[config.mk]
export PLATFORM = sky130hd
export DESIGN_NAME = dfpm_top
export DESIGN_NICKNAME = d
export VERILOG_FILES = /design/src/verilog/dfpm_pkg.sv /design/src/verilog/dfpm_attr.sv /design/src/verilog/dfpm_top.sv
export VERILOG_INCLUDE_DIRS = /design/src /design/src/verilog
export SDC_FILE = /design/constraint.sdc
export NUM_CORES = 1
export LEC_CHECK = 0
export BUFFER_PORTS_ARGS = -buffer_cell sky130_fd_sc_hd__clkbuf_2
export CAP_MARGIN = 40
export CORE_ASPECT_RATIO = 1.2
export CORE_UTILIZATION = 45
export DETAILED_ROUTE_END_ITERATION = 12
export PLACE_DENSITY_LB_ADDON = 0.2
export SLEW_MARGIN = 20
export SYNTH_ARGS = -nofsm -noshare
export SYNTH_HDL_FRONTEND = slang
export SYNTH_SLANG_ARGS = --single-unit
[constraint.sdc]
create_clock -name clk_i -period 8.6 [get_ports clk_i]
set_input_delay 0.43 -clock clk_i [delete_from_list [all_inputs] [get_ports clk_i]]
set_output_delay 0.43 -clock clk_i [all_outputs]
set_load 0.03 [all_outputs]
[src/verilog/dfpm_cfg.svh]
// constants for the drive failure prediction monitor
`ifndef DFPM_CFG_SVH
`define DFPM_CFG_SVH
// ***********************************************************
// register offsets (byte addresses)
// ***********************************************************
`define DFPM_OFF_CTRL 8'h00
`define DFPM_OFF_STATUS 8'h04
`define DFPM_OFF_MASK 8'h08
`define DFPM_OFF_TIMER 8'h0C
`define DFPM_OFF_FAIL 8'h10
`define DFPM_OFF_CMD 8'h14
// ***********************************************************
// control fields
// ***********************************************************
`define DFPM_CTRL_EXC_DIS 0
`define DFPM_CTRL_ONLINE 1
`define DFPM_CTRL_RPT_EN 2
`define DFPM_CTRL_RESET 32'h0000_0004
// status bits
`define DFPM_ST_PRED 0
`define DFPM_ST_PASS_DONE 1
// ***********************************************************
// timing
// ***********************************************************
`define DFPM_CLK_MHZ 200
`define DFPM_SCHED_S 7200
`define DFPM_SCHED_CYC (`DFPM_SCHED_S * 64'd1000000 * `DFPM_CLK_MHZ)
`define DFPM_IDLE_US 100
`define DFPM_IDLE_CYC (`DFPM_IDLE_US * `DFPM_CLK_MHZ)
`define DFPM_ONLINE_MS 60
`define DFPM_FULL_MS 450
`define DFPM_ONLINE_CYC (`DFPM_ONLINE_MS * 1000 * `DFPM_CLK_MHZ)
`define DFPM_FULL_CYC (`DFPM_FULL_MS * 1000 * `DFPM_CLK_MHZ)
`define DFPM_PASS_CYC 1000
`endif

[src/verilog/dfpm_pkg.sv]
// types for the drive failure prediction monitor
package dfpm_pkg;
	typedef enum logic [1:0] {
		DFPM_IDLE,
		DFPM_MEASURE,
		DFPM_SAVE
	} dfpm_state_t;
endpackage

[src/verilog/dfpm_attr.sv]
// one monitored attribute: interval, error tally and degradation score
`timescale 1ns/1ps
module dfpm_attr #(
	parameter int CW = 16,
	parameter int SW = 8
) (
	// clock and reset
	input wire logic clk_i,
	input wire logic rst_i,
	// control
	input wire logic collect_i,
	input wire logic op_i,
	input wire logic err_i,
	// limits
	input wire logic [CW-1:0] interval_i,
	input wire logic [CW-1:0] err_thr_i,
	input wire logic [SW-1:0] pred_thr_i,
	// results
	output logic verdict_o,
	output logic unacc_o,
	output logic [SW-1:0] score_o,
	output logic pred_o
);
	logic [CW-1:0] ops_reg;
	logic [CW-1:0] errs_reg;
	logic [SW-1:0] score_reg;
	logic verdict_reg;
	logic unacc_reg;
	wire op_v = collect_i && op_i;
	wire err_v = collect_i && err_i;
	wire [CW-1:0] errs_inc = errs_reg + CW'(err_v);
	wire [CW-1:0] ops_inc = ops_reg + CW'(op_v);
	// an error past the threshold ends the interval early
	wire bad = errs_inc > err_thr_i;
	wire ended = ops_inc >= interval_i;
	wire judge = collect_i && (bad || ended);
	wire [SW-1:0] score_up = (&score_reg) ? score_reg : score_reg + SW'(1);
	wire [SW-1:0] score_dn = (score_reg == '0) ? score_reg :
		score_reg - SW'(1);
	always_ff @(posedge clk_i) begin
		if (rst_i) begin
			ops_reg <= '0;
			errs_reg <= '0;
			score_reg <= '0;
			verdict_reg <= 1'b0;
			unacc_reg <= 1'b0;
		end else begin
			verdict_reg <= judge;
			unacc_reg <= judge && bad;
			if (judge) begin
				ops_reg <= '0;
				errs_reg <= '0;
				score_reg <= bad ? score_up : score_dn;
			end else begin
				ops_reg <= ops_inc;
				errs_reg <= errs_inc;
			end
		end
	end
	assign verdict_o = verdict_reg;
	assign unacc_o = unacc_reg;
	assign score_o = score_reg;
	assign pred_o = score_reg >= pred_thr_i;
endmodule

[src/verilog/dfpm_top.sv]
// drive failure prediction monitor: control, scheduler, bus and reports
// Notes on behaviour
// - exception disable stops collection, measurement and reporting.
// - online-only select collects on normal ops, skips off-line passes.
// - recalibrate forces a measure and save pass and restarts timer.
// - time remaining to next scheduled pass is readable by the host.
// - scheduled pass every two hours, only after interface idle period.
// - a started off-line pass runs to completion despite host activity.
// - monitor delay bounded: 60 ms online-only, 450 ms fully enabled.
// - predictive failure raises a failure-prediction sense report.
// - reported code is held and survives bus resets.
// - per-attribute operation counter counts ops in the interval.
// - per-attribute error tally counts errors in the interval.
// - tally above threshold is unacceptable, else interval acceptable.
// - after each verdict both counters clear, new interval starts.
// - score up on unacceptable, down on acceptable, floor at zero.
// - score reaching predictive threshold signals predictive failure.
// - each attribute keeps its own independent score.
`include "dfpm_cfg.svh"
`timescale 1ns/1ps
module dfpm_top
	import dfpm_pkg::*;
#(
	parameter int NA = 4,
	parameter int CW = 16,
	parameter int SW = 8,
	parameter logic [CW-1:0] INTERVAL = 16'h0100,
	parameter logic [CW-1:0] ERR_THR = 16'h0004,
	parameter logic [SW-1:0] PRED_THR = 8'h10,
	parameter logic [63:0] SCHED_CYC = `DFPM_SCHED_CYC,
	parameter logic [31:0] IDLE_CYC = `DFPM_IDLE_CYC,
	parameter logic [31:0] PASS_CYC = `DFPM_PASS_CYC,
	parameter logic [7:0] SENSE_QUAL = 8'h00
) (
	// clock and reset
	input wire logic clk_i,
	input wire logic rst_i,
	// avalon-mm slave
	input wire logic [7:0] avs_address_i,
	input wire logic avs_read_i,
	input wire logic avs_write_i,
	input wire logic [31:0] avs_writedata_i,
	input wire logic [3:0] avs_byteenable_i,
	output logic [31:0] avs_readdata_o,
	output logic avs_waitrequest_o,
	// drive activity
	input wire logic [NA-1:0] attr_op_i,
	input wire logic [NA-1:0] attr_err_i,
	input wire logic host_busy_i,
	input wire logic head_recalibrate_cmd_i,
	input wire logic bus_reset_i,
	// non-volatile report code restored after power up
	input wire logic nv_valid_i,
	input wire logic [15:0] nv_code_i,
	// outputs
	output logic pass_active_o,
	output logic nv_save_o,
	output logic [15:0] sense_code_o,
	output logic sense_valid_o,
	output logic irq_o
);
	// ***********************************************************
	// bus decode
	// ***********************************************************
	logic [31:0] ctrl_reg;
	logic [1:0] status_reg;
	logic [1:0] mask_reg;
	logic [31:0] rdata_reg;
	logic ack_reg;
	wire req = (avs_read_i || avs_write_i) && !ack_reg;
	// writes land on the edge that ends the wait, as the master expects
	wire wr = avs_write_i && ack_reg;
	wire sel_ctrl = avs_address_i == `DFPM_OFF_CTRL;
	wire sel_status = avs_address_i == `DFPM_OFF_STATUS;
	wire sel_mask = avs_address_i == `DFPM_OFF_MASK;
	wire sel_timer = avs_address_i == `DFPM_OFF_TIMER;
	wire sel_fail = avs_address_i == `DFPM_OFF_FAIL;
	wire sel_cmd = avs_address_i == `DFPM_OFF_CMD;
	wire exc_dis = ctrl_reg[`DFPM_CTRL_EXC_DIS];
	wire online_only = ctrl_reg[`DFPM_CTRL_ONLINE];
	wire rpt_en = ctrl_reg[`DFPM_CTRL_RPT_EN];
	// one wait state: the answer comes on the second edge
	assign avs_waitrequest_o = (avs_read_i || avs_write_i) && !ack_reg;
	assign avs_readdata_o = rdata_reg;

	// ***********************************************************
	// attributes
	// ***********************************************************
	dfpm_state_t state_reg;
	logic [NA-1:0] verdict;
	logic [NA-1:0] unacc;
	logic [NA-1:0] pred;
	logic [SW-1:0] score [NA];
	// off-line work pauses collection so counts stay consistent
	wire collect = !exc_dis && state_reg == DFPM_IDLE;
	genvar g;
	generate
		for (g = 0; g < NA; g++) begin : gen_attr
			dfpm_attr #(
				.CW(CW),
				.SW(SW)
			) u_attr (
				.clk_i(clk_i),
				.rst_i(rst_i),
				.collect_i(collect),
				.op_i(attr_op_i[g]),
				.err_i(attr_err_i[g]),
				.interval_i(INTERVAL),
				.err_thr_i(ERR_THR),
				.pred_thr_i(PRED_THR),
				.verdict_o(verdict[g]),
				.unacc_o(unacc[g]),
				.score_o(score[g]),
				.pred_o(pred[g])
			);
		end
	endgenerate
	wire any_pred = |pred;

	// ***********************************************************
	// scheduler and off-line pass
	// ***********************************************************
	logic [63:0] sched_reg;
	logic [31:0] idle_reg;
	logic [31:0] pass_reg;
	logic recal_pend_reg;
	wire offline_ok = !exc_dis && !online_only;
	wire sched_due = sched_reg == 64'h0;
	wire idle_ok = idle_reg >= IDLE_CYC;
	wire recal_cmd = head_recalibrate_cmd_i || (wr && sel_cmd &&
		avs_writedata_i[0]);
	wire start_sched = sched_due && idle_ok;
	wire start = state_reg == DFPM_IDLE && offline_ok &&
		(recal_pend_reg || start_sched);
	wire pass_end = pass_reg == 32'h0;
	wire half = pass_reg == (PASS_CYC >> 1);
	wire done = state_reg == DFPM_SAVE && pass_end;
	// bounded pass length keeps the added delay far below the limits
	localparam logic [31:0] LIMIT_CYC = 32'(`DFPM_ONLINE_CYC);
	localparam logic [31:0] FULL_LIMIT = 32'(`DFPM_FULL_CYC);

	always_ff @(posedge clk_i) begin
		if (rst_i) begin
			state_reg <= DFPM_IDLE;
			pass_reg <= '0;
		end else begin
			unique case (state_reg)
				DFPM_IDLE: begin
					if (start) begin
						state_reg <= DFPM_MEASURE;
						pass_reg <= PASS_CYC - 32'h1;
					end
				end
				// host activity is not looked at here on purpose
				DFPM_MEASURE: begin
					pass_reg <= pass_reg - 32'h1;
					if (half)
						state_reg <= DFPM_SAVE;
				end
				DFPM_SAVE: begin
					if (pass_end)
						state_reg <= DFPM_IDLE;
					else
						pass_reg <= pass_reg - 32'h1;
				end
			endcase
		end
	end

	always_ff @(posedge clk_i) begin
		if (rst_i) begin
			recal_pend_reg <= 1'b0;
			idle_reg <= '0;
		end else begin
			if (recal_cmd && offline_ok)
				recal_pend_reg <= 1'b1;
			else if (start)
				recal_pend_reg <= 1'b0;
			if (host_busy_i)
				idle_reg <= '0;
			else if (!idle_ok)
				idle_reg <= idle_reg + 32'h1;
		end
	end

	// the timer restarts at the start of every pass, forced or scheduled
	always_ff @(posedge clk_i) begin
		if (rst_i)
			sched_reg <= SCHED_CYC;
		else if (start)
			sched_reg <= SCHED_CYC;
		else if (!sched_due && offline_ok)
			sched_reg <= sched_reg - 64'h1;
	end
	assign pass_active_o = state_reg != DFPM_IDLE;
	assign nv_save_o = state_reg == DFPM_SAVE;

	// ***********************************************************
	// sense report, held across bus resets
	// ***********************************************************
	logic [15:0] code_reg;
	logic code_valid_reg;
	logic restored_reg;
	wire [15:0] pred_code = {8'h5D, SENSE_QUAL};
	always_ff @(posedge clk_i) begin
		if (rst_i) begin
			code_reg <= 16'h0000;
			code_valid_reg <= 1'b0;
			restored_reg <= 1'b0;
		end else begin
			restored_reg <= 1'b1;
			if (!restored_reg && nv_valid_i) begin
				code_reg <= nv_code_i;
				code_valid_reg <= 1'b1;
			end else if (any_pred && !exc_dis) begin
				code_reg <= pred_code;
				code_valid_reg <= 1'b1;
			end
			// a bus reset is deliberately ignored: the code stays
		end
	end
	assign sense_code_o = code_reg;
	assign sense_valid_o = code_valid_reg && rpt_en && !exc_dis;

	// ***********************************************************
	// registers and interrupt
	// ***********************************************************
	wire [1:0] ev = {done, code_valid_reg && !exc_dis};
	wire [1:0] w1c = (wr && sel_status && avs_byteenable_i[0]) ?
		avs_writedata_i[1:0] : 2'h0;
	wire [31:0] rd_mux =
		sel_ctrl ? ctrl_reg :
		sel_status ? {30'h0, status_reg} :
		sel_mask ? {30'h0, mask_reg} :
		sel_timer ? sched_reg[63:32] != 32'h0 ? 32'hFFFF_FFFF :
			sched_reg[31:0] :
		sel_fail ? {16'h0, code_reg} :
		32'h0;
	always_ff @(posedge clk_i) begin
		if (rst_i) begin
			ctrl_reg <= `DFPM_CTRL_RESET;
			status_reg <= 2'h0;
			mask_reg <= 2'h0;
			rdata_reg <= 32'h0;
			ack_reg <= 1'b0;
		end else begin
			ack_reg <= req;
			if (req && avs_read_i)
				rdata_reg <= rd_mux;
			// a new event wins over the clear in the same cycle
			status_reg <= (status_reg & ~w1c) | ev;
			if (wr && sel_mask && avs_byteenable_i[0])
				mask_reg <= avs_writedata_i[1:0];
			if (wr && sel_ctrl && avs_byteenable_i[0])
				ctrl_reg[2:0] <= avs_writedata_i[2:0];
		end
	end
	assign irq_o = |(status_reg & mask_reg);
endmodule

== Yosys cells after proc, flatten, opt, wreduce, memory -nomap -nowiden ==
Index checks and enable logic that the tools add are counted.

* $add $sub $neg: 19
* Order comparisons: 13
* Eq/ne operators: 20
* Multiplexer cells: 33
* Bitwise operators: 4
* Reduce and logical (&&, ||, !) cells: 78

{| class="wikitable"
|+ Operators by type and width
! operator !! count
|-
| $mux W32 || 7
|-
| $add A16 B1 Y16 || 8
|-
| $mux W8 || 12
|-
| $pmux W32 S3 || 1
|-
| $ge A16 B9 Y1 const B || 4
|-
| $gt A16 B3 Y1 const B || 4
|-
| $logic_not A64 Y1 || 1
|-
| $sub A64 B1 Y64 const B || 1
|-
| $mux W16 || 3
|-
| $logic_not A8 Y1 || 5
|-
| $logic_and A1 B1 Y1 || 36
|-
| $add A32 B1 Y32 const B || 1
|-
| $add A8 B1 Y8 const B || 4
|-
| $eq A32 B9 Y1 const B || 1
|-
| $ge A32 B15 Y1 const B || 1
|-
| $ge A8 B5 Y1 const B || 4
|-
| $logic_not A32 Y1 || 1
|-
| $reduce_and A8 Y1 || 4
|-
| $reduce_bool A32 Y1 || 1
|-
| $sub A32 B1 Y32 const B || 1
|-
| $sub A8 B1 Y8 const B || 4
|-
| $eq A8 B4 Y1 const B || 2
|-
| $eq A8 B5 Y1 const B || 2
|-
| $reduce_and A3 Y1 || 5
|-
| other kinds (18) || 54
|}

* Flip-flop bits (word level): 349
* Input port bits: 76
* Output and inout bits: 53
* Logic and storage cells: 192

== Longest topological paths before layout ==
Gate-level depths: netlist of the first run.

* Word-level depth: 8
* Gate-level depth with buffers: 24
* Gate-level depth less buffers: 21

== Hierarchy ==
Synthesis of the first run repeated with hierarchy kept, for this count alone.

* Cells, all modules: 2,480
* Area, all modules: 21,459.3 sq um

{| class="wikitable"
|+ By module, submodules not included
! module !! instances !! cells an instance !! area each (sq um) !! sequential area each (sq um)
|-
| dfpm_top || 1 || 1,012 || 8,466.9 || 3,783.6
|-
| dfpm_attr at gen_attr[1].u_attr ... || 2 || 365 || 3,225.6 || 840.8
|-
| dfpm_attr at gen_attr[2].u_attr || 1 || 367 || 3,343.2 || 840.8
|-
| dfpm_attr at gen_attr[0].u_attr || 1 || 371 || 3,198.1 || 840.8
|}

== Worst setup path after synthesis of the first run ==
OpenSTA, ideal clock, no wires.

* Kind: register to register
* Start point: register state_reg[0]
* End point: register gen_attr[2].u_attr.score_reg[7]
* Library setup time: 121 ps
* Data arrival time: 5,022 ps
* Data required time: 8,479 ps
* Path slack: 3,457 ps
* Cell stages (with the launch flop): 23
* Buffers on the path: 1
* Clock period less this slack: 5,143 ps
* Cells stage by stage: dfxtp_1 -> inv_1 -> ha_1 -> inv_1 -> nor2_1 -> clkbuf_1 -> and2_1 -> ha_1 -> ha_1 -> or2_2 -> maj3_1 -> o21ai_0 -> nand4_1 -> a2111oi_4 -> ha_1 -> a21oi_1 -> nor2b_1 -> o31a_1 -> nor2_1 -> o21bai_1 -> a21oi_1 -> mux2i_1 -> mux2_2

* Longest elaborated chain between the ends: 8
* Elaborated cells on any way between the ends: 14
* Those cells by class: add/sub: 2; order compare: 2; eq/ne: 2; mux: 1; reduce/logical: 7

{| class="wikitable"
|+ RTL lines
! element !! RTL line !! source
|-
| start: declaration || dfpm_top.sv:89 || <nowiki>dfpm_state_t state_reg;</nowiki>
|-
| start signal: assignment || dfpm_top.sv:144 || <nowiki>state_reg <= DFPM_IDLE;</nowiki>
|-
| start signal: assignment || dfpm_top.sv:150 || <nowiki>state_reg <= DFPM_MEASURE;</nowiki>
|-
| start signal: assignment || dfpm_top.sv:158 || <nowiki>state_reg <= DFPM_SAVE;</nowiki>
|-
| $logic_not A2 Y1 * || dfpm_top.sv:95 || <nowiki>wire collect = !exc_dis && state_reg == DFPM_IDLE;</nowiki>
|-
| $logic_and A1 B1 Y1 * || dfpm_top.sv:95 ||
|-
| $logic_and A1 B1 Y1 * || dfpm_attr.sv:30 || <nowiki>wire err_v = collect_i && err_i;</nowiki>
|-
| $add A16 B1 Y16 * || dfpm_attr.sv:31 || <nowiki>wire [CW-1:0] errs_inc = errs_reg + CW'(err_v);</nowiki>
|-
| net gen_attr[2].u_attr.errs_inc[1] || dfpm_attr.sv:31 ||
|-
| $gt A16 B3 Y1 * || dfpm_attr.sv:34 || <nowiki>wire bad = errs_inc > err_thr_i;</nowiki>
|-
| $logic_or A1 B1 Y1 || dfpm_attr.sv:36 || <nowiki>wire judge = collect_i && (bad || ended);</nowiki>
|-
| $logic_and A1 B1 Y1 || dfpm_attr.sv:36 ||
|-
| $reduce_and A3 Y1 (no source line) || n/a ||
|-
| end signal: assignment || dfpm_attr.sv:53 || <nowiki>score_reg <= bad ? score_up : score_dn;</nowiki>
|-
| end: declaration || dfpm_attr.sv:26 || <nowiki>logic [SW-1:0] score_reg;</nowiki>
|}

The timed path passes the listed nets; every way through them passes the cells marked *.
A chain may end at the register's enable or synchronous reset.

== Final worst setup path of the first run ==
* Start point: register state_reg[0]
* End point: register gen_attr[0].u_attr.score_reg[7]

* Longest elaborated chain between the ends: 8
* Elaborated cells on any way between the ends: 14
* Those cells by class: add/sub: 2; order compare: 2; eq/ne: 2; mux: 1; reduce/logical: 7

{| class="wikitable"
|+ RTL lines
! element !! RTL line
|-
| $logic_not A2 Y1 * || dfpm_top.sv:95
|-
| $logic_and A1 B1 Y1 * || dfpm_top.sv:95
|-
| $logic_and A1 B1 Y1 (on tied branches) || dfpm_attr.sv:30, dfpm_attr.sv:29
|-
| $add A16 B1 Y16 (on tied branches) || dfpm_attr.sv:31, dfpm_attr.sv:32
|-
| $gt A16 B3 Y1 / $ge A16 B9 Y1 (equally long branches) || dfpm_attr.sv:34, dfpm_attr.sv:35
|-
| $logic_or A1 B1 Y1 || dfpm_attr.sv:36
|-
| $logic_and A1 B1 Y1 || dfpm_attr.sv:36
|-
| $reduce_and A3 Y1 (no source line) || n/a
|-
| end signal: assignment || dfpm_attr.sv:53
|-
| end: declaration || dfpm_attr.sv:26
|}

Mark *: on every way between the ends. The rest lies on a longest branch, timed or not.

==> results of run 1 <==
-- routing by layer --
metal  global-route usage [%]  vias to the layer above  share of wire, %
met2                     33.8                      217                48
met3                     3.07                       62               4.0
met1                     24.5                     6691                46
met4                     6.44                        0               2.5
li1                         -                     7335                 -
met5                        0                        -                 0
-- worst register-to-register path: cells and delay by family, from the launching register on --
family,cells,cell delay [ps]
and+or+nand+nor,7,1700
DFF,1,340
muxes,1,240
adders and majority gates,4,1100
buffers and inverters,3,510
AOI/OAI and AO/OA,6,1620
-- layout make-up --
class                      count  area [um2]  share of cell area [%]
antenna                        1        2.50                  0.0129
clock buffer                  58        1140                    5.84
clock inverter                 7         114                   0.585
inverter                      47         176                   0.906
multi-input combinational   1567        9810                    50.4
sequential                   349        6990                    35.9
tap                          480         601                    3.08
timing repair buffer         111         638                    3.28
-- logic make-up (layout without fill, tap and decap cells) --
logic type / count (synthesis) / after routing / synth area share (%)
DFF: 349 / 349 / 40.1
AOI/OAI and AO/OA: 316 / 316 / 11.6
muxes: 38 / 38 / 2.26
other: 0 / 1 / 0
buffers and inverters: 149 / 223 / 3.53
and+or+nand+nor: 931 / 931 / 27.0
xor gates and xnor gates: 227 / 227 / 11.4
adders and majority gates: 55 / 55 / 4.11
-- cells in the mapped netlist (4+ instances only) --
library cell,n
o21a_1,9
dfxtp_1,349
nor2b_1,9
o22ai_1,5
nand4b_1,4
buf_2,21
xor2_1,107
a211oi_1,10
nand4_1,54
or4_1,23
clkbuf_2,5
nor2_1,356
nand2b_1,12
fa_1,4
and4_1,14
nor3b_1,6
or2_2,12
or3_1,35
o31ai_1,10
xnor2_1,120
a22oi_1,16
a21oi_1,98
ha_1,50
nand2_1,120
and3_1,33
mux2i_1,32
o211ai_1,8
a311oi_1,11
a31oi_1,16
nor4_1,50
inv_1,47
nor4b_1,4
mux2_2,4
and2_1,34
nor3_1,58
nand3_1,80
o21ai_0,80
a21o_1,13
clkbuf_1,70
-- path summary, 6_finish.rpt --
kind | from | endpoint | slack, ps | cells after the start
worst max-delay path | state_reg[0] | gen_attr[0].u_attr.score_o[7] | 2980 | 21
worst min-delay path | nv_code_i[6] | sense_code_o[6] | 150 | 3
worst max register to register | state_reg[0] | gen_attr[0].u_attr.score_o[7] | 2980 | 21
worst min register to register | avs_readdata_o[22] | avs_readdata_o[22] | 450 | 2
-- where the power goes --
part	internal [uW]	switching [uW]	total (uW)
clock	998	643	1640
sequential	1730	118	1850
combinational	334	548	882
-- placed cells by master, fill, tap and decap left out, types with 32 or more instances in the layout --
cell type  count
nand3_1       80
nor4_1        50
o21ai_0       80
clkbuf_2      94
nor3_1        58
inv_1         47
and2_1        34
nor2_1       355
ha_1          50
clkbuf_16     39
or3_1         35
nand4_1       54
a21oi_1       98
mux2i_1       32
xor2_1       107
dfxtp_1      349
nand2_1      120
xnor2_1      120
and3_1        33
-- metrics by stage --
step	area, um2	instances	setup WS, ps	total power, uW
global placement	18100	2547	3110	2740
detailed placement	18200	2554	2960	2760
floorplan	17400	2065	3460	2530
finish	19500	2620	2980	4370
CTS	19500	2619	2950	4420
global route	19500	2620	2470	4610
==> run summary, run 1 <==
Leak pwr: 0.00735 uW
Hold WC Path Type: in -> reg
Die area: 39500 um2
Setup Fix Bufs, Post-CTS: 0
CP Cell Sequence: inv_1 > ha_1 > inv_1 > nor2_2 > buf_4 > and2_1 > ha_1 > ha_1 > nand2_1 > nor3_1 > mux2i_1 > a31oi_1 > nor4_4 > ha_1 > a21o_1 > a21oi_1 > nor2b_1 > o21a_1 > o41ai_1 > nor3_1 > a211o_1
Period utilization: 65.3%
Worst Setup End Kind: register
Max-slew violations: 0
Port Buffers: 95
Mapped Area: 17400 um2
Final setup viols: 0
Largest net degree at the start of global routing: 57
Starting Density: 45.9%
Clk Latency, worst-skew pair: 530 ps
First-pass GRT wire length: 64400 um
Initial DRC count: 729
Outcome: complete, no violations
Post-Synthesis Cells: 2065
Synth top area cells: dfxtp_1 (40%), nor2_1 (7.7%), xnor2_1 (6.0%)
Critical-path top delay cell: o41ai_1
Vias: 14300
Number of global-route vias before repair: 13300
Number of iterations in the first detailed-routing pass: 5
Drt drc: 0
CTS tree: yes
Critical path's largest stage delay: 630 ps
Max VDD drop: 0.135 mV
CTS H-tree lvls: 2
Final WL: 38200 um
Layout fillers: 3526
Dpl hpwl: 26700 um
CORE AREA: 38000 um2
DIE HEIGHT: 217 um
F_max: 0.178 GHz
Bufs on Longest Clock Path: 3
Clock Pin Slew Worst Setup and Hold Paths: 60 ps
Initial antenna violation count: 1
Critical path arrival: 6030 ps
Area Overhead vs Synth: 11.8%
Worst-Margin Slew: 808 ps
Ports: 129
FP Rows: 78
Max_slew headroom: 46.1%
Hold buffers post-CTS: 0
#FFs+latches synth: 349
Most frequent CP cell: ha_1
Post-CTS sizing: 0
CP delay by family, top: simple AND/OR/NAND/NOR gates
Element type at the critical path start: register
Post-synth EDFFs: 0
RSZ-0062 raised after global routing: no
Req. time, crit path: 9010 ps
Largest area contributor in the netlist: dfxtp_1
Synth cell types: 86
Sequential area share after synthesis: 40.1%
Max Cap Violations: 0
FFs w/ async S/R, synth: 0%
Remaining Overflow, GRT: 0
Crit path max fanout: 16
Buffers & Inverters on Critical Path: 3
Routability Congestion: 0.808
Antenna Nets Post-Route: 0
Clock sinks: 349
Fin nets: 2244
Synth top area share: 40.1%
Final hold viol count: 0
Worst Path Class, Setup: reg -> reg
Setup tns final: 0 ps
CTS root buffer: clkbuf_16
Finished Core Util: 51.3%
Drt via density: 5.46
TritonCTS Buffers: 38
Yosys warnings: 0
Skew final: 13.3 ps
GRT Overall Usage: 19.5%
Fraction of layout cells with a size suffix above 1: 9.96%
Chip Width: 182 um
Wire length per cell: 14.6 um
Post-Syn Area per Cell: 8.43 um2
Syn_nets: 2195
PD cells: 224 nW/um2
Fin crit period: 5620 ps
Hold_ws: 146 ps
Main synth FF type: dfxtp_1
(Power assumes the default switching activity.)
==> run 2, diff against run 1 <==
==> constraint.sdc (replaced) <==
create_clock -name clk_i -period 4.87 [get_ports clk_i]
set_input_delay 0.2435 -clock clk_i [delete_from_list [all_inputs] [get_ports clk_i]]
set_output_delay 0.2435 -clock clk_i [all_outputs]
set_load 0.03 [all_outputs]
==> run summary, run 2 (synthesis gave the netlist of run 1 again) <==
Final hold viol count: 0
Area Overhead vs Synth: 14.2%
Finished Core Util: 52.4%
Element type at the critical path start: register
Routability Congestion: 0.806
F_max: 0.215 GHz
Non-filler cells, final: 2645
Chip Width: 182 um
Outcome: complete, no violations
Number of global-route vias before repair: 13700
Starting Density: 45.9%
Worst Path Class, Setup: reg -> reg
CTS H-tree lvls: 2
Most common cell after layout, fill and taps aside: nor2_1
# placed instances: 2562
Initial DRC count: 841
Critical-path top delay cell: a2111oi_4
Critical path arrival: 5080 ps
CTS root buffer: clkbuf_16
FP Rows: 78
CP delay by family, top: adder cells
Layout fillers: 3569
Ports: 129
Number of iterations in the first detailed-routing pass: 5
Period utilization: 95.5%
Fin nets: 2267
Bufs on Longest Clock Path: 3
Die area: 39500 um2
Fraction of layout cells with a size suffix above 1: 11.8%
Clk Latency, worst-skew pair: 540 ps
Fin crit period: 4650 ps
Max-slew violations: 0
Max_slew headroom: 47.9%
Drt via density: 5.48
Dpl hpwl: 27600 um
Initial antenna violation count: 0
Req. time, crit path: 5290 ps
Diode count: 0
Most frequent CP cell: ha_1
TritonCTS Buffers: 39
GRT Overall Usage: 20.0%
Worst-Margin Slew: 774 ps
CP Cell Sequence: inv_2 > ha_4 > inv_4 > nor2_4 > buf_12 > and2_1 > ha_1 > ha_2 > or2_2 > maj3_1 > o21ai_1 > nand4_1 > a2111oi_4 > ha_1 > a21oi_2 > nor2b_1 > o31a_1 > nor2_2 > o21bai_1 > a21oi_1 > mux2i_1 > mux2_2
Max VDD drop: 0.370 mV
Drt drc: 0
Final setup viols: 0
Critical path's largest stage delay: 410 ps
Hold WC Path Type: in -> reg
Max Cap Violations: 0
Hold_ws: 23.6 ps
Wire length per cell: 15.0 um
Port Buffers: 95
Vias: 14500
Skew final: 16.9 ps
PD cells: 406 nW/um2
DIE HEIGHT: 217 um
Crit path max fanout: 11
Final WL: 39700 um
CTS tree: yes
Clock sinks: 349
Worst Setup End Kind: register
Leak pwr: 0.00752 uW
Largest net degree at the start of global routing: 56
Buffers & Inverters on Critical Path: 3
Clock Pin Slew Worst Setup and Hold Paths: 70 ps
Most frequent cells in the layout: nor2_1 (353), dfxtp_1 (347), nand2_1 (120), xnor2_1 (120), xor2_1 (107)
CORE AREA: 38000 um2
Remaining Overflow, GRT: 0
Antenna Nets Post-Route: 0
Overall power: 8080 uW
First-pass GRT wire length: 65900 um
-- run 2: worst min-delay path, stage by stage --
cell      delay [ps]
clkbuf_2         110
a22oi_1           80
nor2_1            90
-- run 2: worst paths after layout --
path                       from                       endpoint  slack (ps)  depth (start not counted)
min               nv_code_i[13]               sense_code_o[13]          20                          3
max                state_reg[0]  gen_attr[2].u_attr.score_o[7]         220                         22
max reg2reg        state_reg[0]  gen_attr[2].u_attr.score_o[7]         220                         22
min reg2reg  avs_readdata_o[20]             avs_readdata_o[20]         450                          2
-- run 2: metal layers --
metal  up-vias  track usage, %  share of wire [%]  wire [um]
met5         -               0                  0          0
met1      6799            24.9                 45      17700
met3        80            3.11                3.5       1400
met2       234            34.1                 48      19100
li1       7376               -                  -          -
met4         0            9.04                3.5       1400
-- run 2: power breakdown --
part	leakage, uW	switching (uW)	internal (uW)
clock	0.000682	1170	1960
combinational	0.00401	1000	669
sequential	0.00282	215	3050
total	0.00752	2390	5690
-- run 2: cell type report --
class,count,area [um2],share of cell area (%)
Clock buffer,58,1200,6.03
Clock inverter,11,183,0.918
Inverter,47,179,0.900
Sequential cell,349,6990,35.1
Timing Repair Buffer,133,840,4.22
Multi-Input combinational cell,1567,9900,49.8
Tap cell,480,601,3.02
-- run 2: timing repair --
action | CTS | global route
hold endpoints to repair | 10 | 0
hold buffers | 10 | 0
buffers inserted | 0 | 4
resized for setup | 0 | 26
endpoints found under the setup margin | 0 | 7
-- run 2: per-stage QoR --
step	cell area, um2	worst slack, ps	TNS [ps]
final	19900	218	0
after global routing	19900	-69.4	-69.4
after CTS	19800	14.5	0
after detailed placement	18300	54.3	0
after global placement	18200	175	0
after floorplan	17400	9.48	0
